`config.mk`:
```
export PLATFORM = sky130hd
export DESIGN_NAME = wit_timer
export DESIGN_NICKNAME = d
export VERILOG_FILES = /design/src/wit_pkg.sv /design/src/wit_edge_sync.sv /design/src/wit_timer.sv
export SDC_FILE = /design/constraint.sdc
export NUM_CORES = 1
export LEC_CHECK = 0
export ABC_AREA = 1
export BUFFER_PORTS_ARGS = -buffer_cell sky130_fd_sc_hd__buf_2
export CORE_ASPECT_RATIO = 1.75
export CORE_MARGIN = 2
export CORE_UTILIZATION = 30
export CTS_CLUSTER_DIAMETER = 30
export CTS_CLUSTER_SIZE = 25
export DETAILED_ROUTE_END_ITERATION = 8
export MAX_ROUTING_LAYER = met4
export PLACE_DENSITY_LB_ADDON = 0.15
export SLEW_MARGIN = 25
export SYNTH_ARGS = -nofsm -noshare
export SYNTH_HDL_FRONTEND = slang
export SYNTH_SLANG_ARGS = --single-unit
```
`constraint.sdc`:
```
create_clock -name SYS_CLK -period 1.9 [get_ports SYS_CLK]
set_input_delay 0.57 -clock SYS_CLK [delete_from_list [all_inputs] [get_ports SYS_CLK]]
set_output_delay 0.57 -clock SYS_CLK [all_outputs]
set_load 0.01 [all_outputs]
```
`src/wit_pkg.sv`:
```
// ------------------------------------------------------------
// Watch and interval timer shared definitions
// ------------------------------------------------------------
package wit_pkg;

   // ---------------------------------------------------------
   // Widths
   // ---------------------------------------------------------
   localparam int ADDR_W = 4;
   localparam int DATA_W = 32;
   localparam int BE_W = 4;
   localparam int CTRL_W = 8;
   localparam int PRE_W = 11;
   localparam int CNT_W = 5;
   localparam int DIV_W = 7;

   // ---------------------------------------------------------
   // Register map (byte addresses)
   // ---------------------------------------------------------
   localparam logic [ADDR_W-1:0] WATCH_MODE_OFS = 4'h0;
   localparam logic [ADDR_W-1:0] STATUS_OFS = 4'h4;
   localparam logic [CTRL_W-1:0] WATCH_MODE_RST = 8'h00;

   // ---------------------------------------------------------
   // Field positions of watch_mode_reg
   // ---------------------------------------------------------
   localparam int TIMER_RUN_EN_BIT = 0;
   localparam int COUNTER5_START_BIT = 1;
   localparam int WATCH_SEL_LSB = 2;
   localparam int WATCH_SEL_W = 2;
   localparam int INTERVAL_SEL_LSB = 4;
   localparam int INTERVAL_SEL_W = 3;
   localparam int COUNT_CLK_SEL_BIT = 7;

   // ---------------------------------------------------------
   // Field positions of the status word
   // ---------------------------------------------------------
   localparam int STATUS_PRE_LSB = 0;
   localparam int STATUS_CNT_LSB = 16;

   // ---------------------------------------------------------
   // Period codes and counts
   // ---------------------------------------------------------
   localparam logic [WATCH_SEL_W-1:0] WSEL_P14 = 2'h0;
   localparam logic [WATCH_SEL_W-1:0] WSEL_P13 = 2'h1;
   localparam logic [WATCH_SEL_W-1:0] WSEL_P5 = 2'h2;
   localparam logic [WATCH_SEL_W-1:0] WSEL_P4 = 2'h3;
   localparam logic [3:0] INTERVAL_BASE_EXP = 4'h4;
   localparam logic [PRE_W-1:0] PRE_ONES = 11'h7ff;
   localparam logic [PRE_W-1:0] PRE_TAP4 = 11'h00f;
   localparam logic [PRE_W-1:0] PRE_TAP5 = 11'h01f;
   localparam logic [PRE_W-1:0] PRE_TAP9 = 11'h1ff;
   localparam logic [CNT_W-1:0] CNT_FULL = 5'h1f;
   localparam logic [CNT_W-2:0] CNT_HALF = 4'hf;
   localparam logic [DIV_W-1:0] DIV_ONES = 7'h7f;

   // ---------------------------------------------------------
   // Bus carriers
   // ---------------------------------------------------------
   typedef struct packed {
      logic read;
      logic write;
      logic [ADDR_W-1:0] address;
      logic [DATA_W-1:0] writedata;
      logic [BE_W-1:0] byteenable;
   } wit_avs_req_t;

   typedef struct packed {
      logic [DATA_W-1:0] readdata;
      logic waitrequest;
   } wit_avs_rsp_t;

endpackage : wit_pkg

```
`src/wit_edge_sync.sv`:
```
`timescale 1ns/1ps
// ------------------------------------------------------------
// Two-stage synchroniser with rising edge detect
// ------------------------------------------------------------
module wit_edge_sync
(
   input wire logic clk,
   input wire logic nrst,
   input wire logic ce,
   input wire logic din,
   output logic rise
);

   typedef struct packed {
      logic s1;
      logic s2;
      logic s3;
   } wit_sync_st_t;

   wit_sync_st_t st_r;
   wit_sync_st_t st_nxt;

   always_comb
   begin
      st_nxt = st_r;
      if (ce)
      begin
         st_nxt.s1 = din;
         st_nxt.s2 = st_r.s1;
         st_nxt.s3 = st_r.s2;
      end
   end

   always_ff @(posedge clk or negedge nrst)
   begin
      if (!nrst)
         st_r <= '0;
      else
         st_r <= st_nxt;
   end

   // Only the second and third stages feed the edge detector
   assign rise = ce & st_r.s2 & ~st_r.s3;

endmodule : wit_edge_sync

```
`src/wit_timer.sv`:
```
`timescale 1ns/1ps
// How it works
// RULE1: count clock is sys/128 or subsystem clock
// RULE2: watch counts only when enable and start
// RULE3: both bits clear: counter cleared, watch stops
// RULE4: start bit clear alone restarts counter, prescaler runs
// RULE5: restart first watch pulse off by 512 max
// RULE6: watch period codes 2^14, 2^13, 2^5, 2^4
// RULE7: interval pulse repeats every interval while enabled
// RULE8: interval is 2^(4+code) count clocks
// RULE9: interval runs on enable bit alone
// RULE10: first watch pulse late up to 512; code makes it up to 512 early instead
// RULE11: watch and interval run together, shared prescaler
// RULE12: enable clear stops, clears prescaler and counter
// RULE13: software keeps bits 7..4 fixed while running
// RULE14: reset clears whole control register
// RULE15: short watch from taps, long from counter
// RULE16: each interrupt is a one-cycle pulse
module wit_timer
(
   input wire logic SYS_CLK,
   input wire logic NRST,
   input wire logic CE,
   input wire logic SUB_CLK,
   input wire wit_pkg::wit_avs_req_t AVS_REQ,
   output wit_pkg::wit_avs_rsp_t AVS_RSP,
   output logic WATCH_IRQ,
   output logic INTERVAL_IRQ
);

   // ---------------------------------------------------------
   // State
   // ---------------------------------------------------------
   typedef struct packed {
      logic [wit_pkg::CTRL_W-1:0] watch_mode_reg;
      logic [wit_pkg::DIV_W-1:0] div;
      logic [wit_pkg::PRE_W-1:0] pre;
      logic [wit_pkg::CNT_W-1:0] cnt;
      logic watch_irq;
      logic interval_irq;
      logic ack;
      logic [wit_pkg::DATA_W-1:0] rdata;
   } wit_state_t;

   wit_state_t st_r;
   wit_state_t st_nxt;

   logic sub_rise;
   logic timer_run_en;
   logic counter5_start;
   logic count_clk_sel;
   logic [wit_pkg::WATCH_SEL_W-1:0] watch_sel;
   logic [wit_pkg::INTERVAL_SEL_W-1:0] interval_sel;
   logic [3:0] interval_exp;
   logic [wit_pkg::PRE_W-1:0] interval_mask;
   logic timer_count_clk;
   logic cnt_tick;
   logic watch_hit;
   logic interval_hit;
   logic bus_req;
   logic [wit_pkg::DATA_W-1:0] status_word;

   // ---------------------------------------------------------
   // Subsystem clock arrives from a pin: synchronise first
   // ---------------------------------------------------------
   wit_edge_sync u_sub_sync
   (
      .clk(SYS_CLK),
      .nrst(NRST),
      .ce(CE),
      .din(SUB_CLK),
      .rise(sub_rise)
   );

   // ---------------------------------------------------------
   // Control fields
   // ---------------------------------------------------------
   assign timer_run_en = st_r.watch_mode_reg[wit_pkg::TIMER_RUN_EN_BIT];
   assign counter5_start =
      st_r.watch_mode_reg[wit_pkg::COUNTER5_START_BIT];
   assign count_clk_sel = st_r.watch_mode_reg[wit_pkg::COUNT_CLK_SEL_BIT];
   assign watch_sel = st_r.watch_mode_reg[wit_pkg::WATCH_SEL_LSB +:
      wit_pkg::WATCH_SEL_W];
   assign interval_sel = st_r.watch_mode_reg[wit_pkg::INTERVAL_SEL_LSB +:
      wit_pkg::INTERVAL_SEL_W];
   // Bits 7..4 are not guarded: changing them mid-run gives one
   // irregular period, which software is expected to avoid (see RULE13)

   // ---------------------------------------------------------
   // Count clock enable, one system cycle wide
   // ---------------------------------------------------------
   always_comb
   begin
      // see RULE1
      if (count_clk_sel)
         timer_count_clk = sub_rise;
      else
         timer_count_clk = CE & (st_r.div == wit_pkg::DIV_ONES);
      timer_count_clk = timer_count_clk & timer_run_en;
   end

   // ---------------------------------------------------------
   // Period decode
   // ---------------------------------------------------------
   always_comb
   begin
      interval_exp = {1'b0, interval_sel} + wit_pkg::INTERVAL_BASE_EXP;
      // Low 4+code prescaler bits all ones marks the boundary (see RULE8)
      interval_mask = ~(wit_pkg::PRE_ONES << interval_exp);
      interval_hit = timer_count_clk &
         ((st_r.pre & interval_mask) == interval_mask); // see RULE7
      // Counter advances once per 2^9 prescaler stage (see RULE15)
      cnt_tick = timer_count_clk &
         ((st_r.pre & wit_pkg::PRE_TAP9) == wit_pkg::PRE_TAP9);
      unique case (watch_sel) // see RULE6
         wit_pkg::WSEL_P14:
            watch_hit = cnt_tick & (st_r.cnt == wit_pkg::CNT_FULL);
         wit_pkg::WSEL_P13:
            watch_hit = cnt_tick &
               (st_r.cnt[wit_pkg::CNT_W-2:0] == wit_pkg::CNT_HALF);
         wit_pkg::WSEL_P5:
            watch_hit = timer_count_clk &
               ((st_r.pre & wit_pkg::PRE_TAP5) == wit_pkg::PRE_TAP5);
         wit_pkg::WSEL_P4:
            watch_hit = timer_count_clk &
               ((st_r.pre & wit_pkg::PRE_TAP4) == wit_pkg::PRE_TAP4);
      endcase
      // Watch needs both enable and start (see RULE2)
      watch_hit = watch_hit & counter5_start;
   end

   // ---------------------------------------------------------
   // Bus decode
   // ---------------------------------------------------------
   assign bus_req = AVS_REQ.read | AVS_REQ.write;

   always_comb
   begin
      status_word = '0;
      status_word[wit_pkg::STATUS_PRE_LSB +: wit_pkg::PRE_W] = st_r.pre;
      status_word[wit_pkg::STATUS_CNT_LSB +: wit_pkg::CNT_W] = st_r.cnt;
   end

   // ---------------------------------------------------------
   // Next state
   // ---------------------------------------------------------
   always_comb
   begin
      st_nxt = st_r;
      if (CE)
      begin
         st_nxt.watch_irq = watch_hit; // see RULE16
         st_nxt.interval_irq = interval_hit; // see RULE16

         // Divider and prescaler run on the enable bit alone, so the
         // interval side ignores the start bit (see RULE9, RULE11)
         if (!timer_run_en)
         begin
            st_nxt.div = '0; // see RULE12
            st_nxt.pre = '0; // see RULE12
         end
         else
         begin
            st_nxt.div = st_r.div + 7'h01;
            if (timer_count_clk)
               st_nxt.pre = st_r.pre + 11'h001;
         end

         // Prescaler keeps its phase across a restart, so the first
         // long watch pulse may land up to 512 counts off (see RULE5)
         if (!timer_run_en || !counter5_start)
            st_nxt.cnt = '0; // see RULE3
         else if (cnt_tick)
            st_nxt.cnt = st_r.cnt + 5'h01; // see RULE4
         // No phase alignment on start: first pulse early (see RULE10)

         // One wait state, then the answer
         if (st_r.ack)
            st_nxt.ack = 1'b0;
         else if (bus_req)
         begin
            st_nxt.ack = 1'b1;
            st_nxt.rdata = '0;
            if (AVS_REQ.read)
            begin
               if (AVS_REQ.address == wit_pkg::WATCH_MODE_OFS)
                  st_nxt.rdata[wit_pkg::CTRL_W-1:0] = st_r.watch_mode_reg;
               else if (AVS_REQ.address == wit_pkg::STATUS_OFS)
                  st_nxt.rdata = status_word;
            end
         end

         // Write lands at the edge that sees waitrequest low
         if (st_r.ack && AVS_REQ.write && AVS_REQ.byteenable[0] &&
             AVS_REQ.address == wit_pkg::WATCH_MODE_OFS)
            st_nxt.watch_mode_reg =
               AVS_REQ.writedata[wit_pkg::CTRL_W-1:0];
      end
   end

   always_ff @(posedge SYS_CLK or negedge NRST)
   begin
      if (!NRST)
      begin
         st_r <= '0;
         st_r.watch_mode_reg <= wit_pkg::WATCH_MODE_RST; // see RULE14
      end
      else
         st_r <= st_nxt;
   end

   // ---------------------------------------------------------
   // Outputs
   // ---------------------------------------------------------
   // One driver for the whole response word
   assign AVS_RSP = '{readdata: st_r.rdata,
      waitrequest: bus_req & ~st_r.ack};
   assign WATCH_IRQ = st_r.watch_irq;
   assign INTERVAL_IRQ = st_r.interval_irq;

endmodule : wit_timer

```
==> metrics.csv <==
stage,metric,value,unit
outcome,run_status,completed,
place,dp_hpwl,5340,um
detailed_routing,drt-initial-drc-count,56,
clocking,cts_setup_buffers,0,
timing,max_freq,0.603,GHz
clocking,clkTransAtPathRegs,0.07,ns
timing,layout_min_cycle_time,1.66,ns
synth,ys_types,34,
detailed_routing,drcViolationCount,0,
final_layout,n_antenna_cell,0,
setup_path,path_delay_family,simple AND/OR/NAND/NOR gates,
floorplanning,rows,47,
clocking,cts_hold_repair.buffers,0,
final_layout,area_delta_synth_final,13.1,%
final_layout,layout_commonest_cell,nand2_1,
final_layout,most-common-layout-cells,"nand2_1, dfrtp_1, buf_2",
grt,grt_max_degree,38,
synth,yosysWarnings,0,
detailed_routing,firstDrtPassIters,4,
floorplanning,initial_core_util,0.306,
setup_path,crit_path_top_delay_cell,nor2_1,
grt,grt_first_pass_wirelength,11300,um
grt,antenna_found_initial,0,
grt,grt.overflow.total,0,
timing,finalHoldViolations,0,
timing,setup_viol,0,
floorplanning,die_y,134,um
clocking,clock-root-buffer,clkbuf_16,
setup_path,crit_type,input port to output port,
floorplanning,die_w,78.1,um
grt,grt_use_total,0.142,
setup_path,worst-path-buf-inv,2,
final_layout,fin_nets,433,
place,place_ws,0.177,ns
floorplanning,coreArea,0.00941,mm2
synth,synth_seq_area_share,0.460,
place,place.gp.congestion,0.788,
timing,finalSetupTns,0,ns
place,io_buffers,37,
timing,fin_ws,0.241,ns
timing,post-route-period-util,0.873,
synth,syn_avg_cell_area,8.33,um2
timing,finalClockSkew,0.00381,ns
setup_path,r2r-start,st_r[40],
timing,rsz0062_at_grt,false,
detailed_routing,vias_per_cell,4.46,
timing,finalMaxSlewViolations,0,
clocking,cts.repair.resized,0,
setup_path,ff2ff_setup_slack,0.29,ns
clocking,worst_skew_pair.late_latency,0.30,ns
final_layout,drive_gt1_frac,0.202,
setup_path,crit_required,1.33,ns
synth,synth_area,0.00288,mm2
detailed_routing,post_drt_wl_per_cell,13.5,um
setup_path,crit_chain,buf_2 > nor2_1 > nor2_1 > buf_2,
clocking,clkSinkCount,53,
setup_path,cp-start-kind,input port,
setup_path,ff2ff_path_depth,9,
clocking,cts_htree_levels,2,
run,cap_viol_max_count,0,
clocking,cts_made_buffers,5,
clocking,cts_buffer_depth,2,
setup_path,critical_path.max_stage_delay,0.21,ns
power,power_leakage,1.68,nW
setup_path,cp_num_cells,4,
setup_path,cp.arrival,1.09,ns
setup_path,end_kind,output port,
setup_path,cp_max_fo,2,
final_layout,n_fill_cell,1013,
detailed_routing,wirelength,6830,um
detailed_routing,ant_nets,0,
floorplanning,io_pins,81,
clocking,cts_tree,yes,
grt,grt_pass1_vias,2302,
detailed_routing,vias,2247,
floorplanning,dieArea,0.0104,mm2
setup_path,r2r-end,st_r[37],
synth,syn_inst,346,
power,power_density,856,mW/mm2
synth,ys_ff_latch,53,
power,ir_drop,0.361,mV
hold_path,hold_path.class,input port to async pin,
kinds of logic (layout without fill, tap and decap cells):
logic type	Yosys count	after routing	share of synthesized area
other	1	16	0.00130
and+or+nand+nor	143	143	0.232
adders and majority gates	6	6	0.0260
DFF	53	53	0.460
xor gates and xnor gates	3	3	0.00912
AOI/OAI and AO/OA	59	59	0.111
muxes	3	3	0.0117
buffers and inverters	78	99	0.149
cells in the mapped netlist:
| cell type | n | area share |
|---|---|---|
| a21oi_1 | 18 | 0.031 |
| a22o_1 | 2 | 0.0061 |
| a31oi_1 | 1 | 0.0022 |
| and2_1 | 1 | 0.0022 |
| buf_2 | 3 | 0.0052 |
| buf_4 | 32 | 0.083 |
| buf_6 | 1 | 0.0039 |
| clkbuf_1 | 1 | 0.0013 |
| clkinv_2 | 1 | 0.0017 |
| conb_1 | 1 | 0.0013 |
| dfrtp_1 | 53 | 0.46 |
| ha_1 | 6 | 0.026 |
| inv_1 | 36 | 0.047 |
| inv_2 | 3 | 0.0039 |
| inv_6 | 1 | 0.0030 |
| mux2_2 | 3 | 0.012 |
| nand2_1 | 71 | 0.092 |
| nand2_2 | 2 | 0.0043 |
| nand2_4 | 2 | 0.0078 |
| nand3_1 | 17 | 0.030 |
| nand3_2 | 2 | 0.0069 |
| nand3_4 | 1 | 0.0061 |
| nand4_1 | 7 | 0.015 |
| nor2_1 | 27 | 0.035 |
| nor2_2 | 1 | 0.0022 |
| nor2_4 | 2 | 0.0078 |
| nor3_1 | 8 | 0.014 |
| nor3_4 | 1 | 0.0056 |
| nor3b_1 | 1 | 0.0026 |
| o211ai_1 | 5 | 0.013 |
| o21ai_0 | 29 | 0.050 |
| o21ai_1 | 3 | 0.0052 |
| o21bai_1 | 1 | 0.0026 |
| xor2_1 | 3 | 0.0091 |
worst reg2reg max path, stage by stage (launching register included):
cell and delay (ns):
dfrtp_1 0.36, ha_1 0.17, nand3_1 0.12, nor2_1 0.18
ha_1 0.29, nand3_4 0.14, nand2_2 0.10, nand2_1 0.06
nand2_1 0.05, nand2_1 0.04
cell type report:
class / count / area [um2] / area share
flip-flops and latches: 53 / 1330 / 0.407
clock buffers: 5 / 125 / 0.0384
inverters: 41 / 160 / 0.0491
well taps: 122 / 153 / 0.0468
repair buffers: 50 / 295 / 0.0906
clock inverters: 3 / 17.5 / 0.00537
multi-input cells: 230 / 1180 / 0.363
where the power goes:
group	total (mW)	switching, mW	internal [mW]
sequential	1.40	0.129	1.27
combinational	0.477	0.299	0.178
clock	0.910	0.425	0.485
sequential cells by signal (all words and copies together), names as in the netlist:
| register | flops |
|---|---|
| st_r | 27 |
| AVS_RSP | 16 |
| interval_sel | 3 |
| u_sub_sync.st_r | 3 |
| INTERVAL_IRQ | 1 |
| WATCH_IRQ | 1 |
| count_clk_sel | 1 |
| counter5_start | 1 |
metrics by stage:
stage	hold WS, ns	cell area (um2)	std cells	power [mW]	util
2_1_floorplan	0.274	2940	361	1.75	-
3_3_place_gp	0.464	3120	496	1.90	0.331
6_report	0.195	3260	504	2.79	0.346
4_1_cts	0.210	3260	504	2.84	0.346
5_1_grt	0.232	3260	504	2.97	0.346
3_5_place_dp	0.468	3120	496	1.91	0.331
metal layers:
metal | vias to the layer above | share of wire | GRT usage
met1 | 1056 | 0.40 | 0.155
met3 | 6 | 0.024 | 0.0115
met4 | 0 | 0.017 | 0.0468
met2 | 37 | 0.56 | 0.265
met5 | - | 0 | -
li1 | 1148 | - | -
worst max path at each step:
stage                      end  slack [ns]   startpoint
floorplan             st_r[37]        0.38     st_r[40]
global placement      st_r[47]        0.19           CE
detailed placement    st_r[47]        0.18           CE
CTS                 AVS_RSP[0]        0.23  AVS_REQ[41]
global route          st_r[36]        0.11     st_r[40]
finish              AVS_RSP[0]        0.24  AVS_REQ[41]
(Power assumes the default switching activity.)
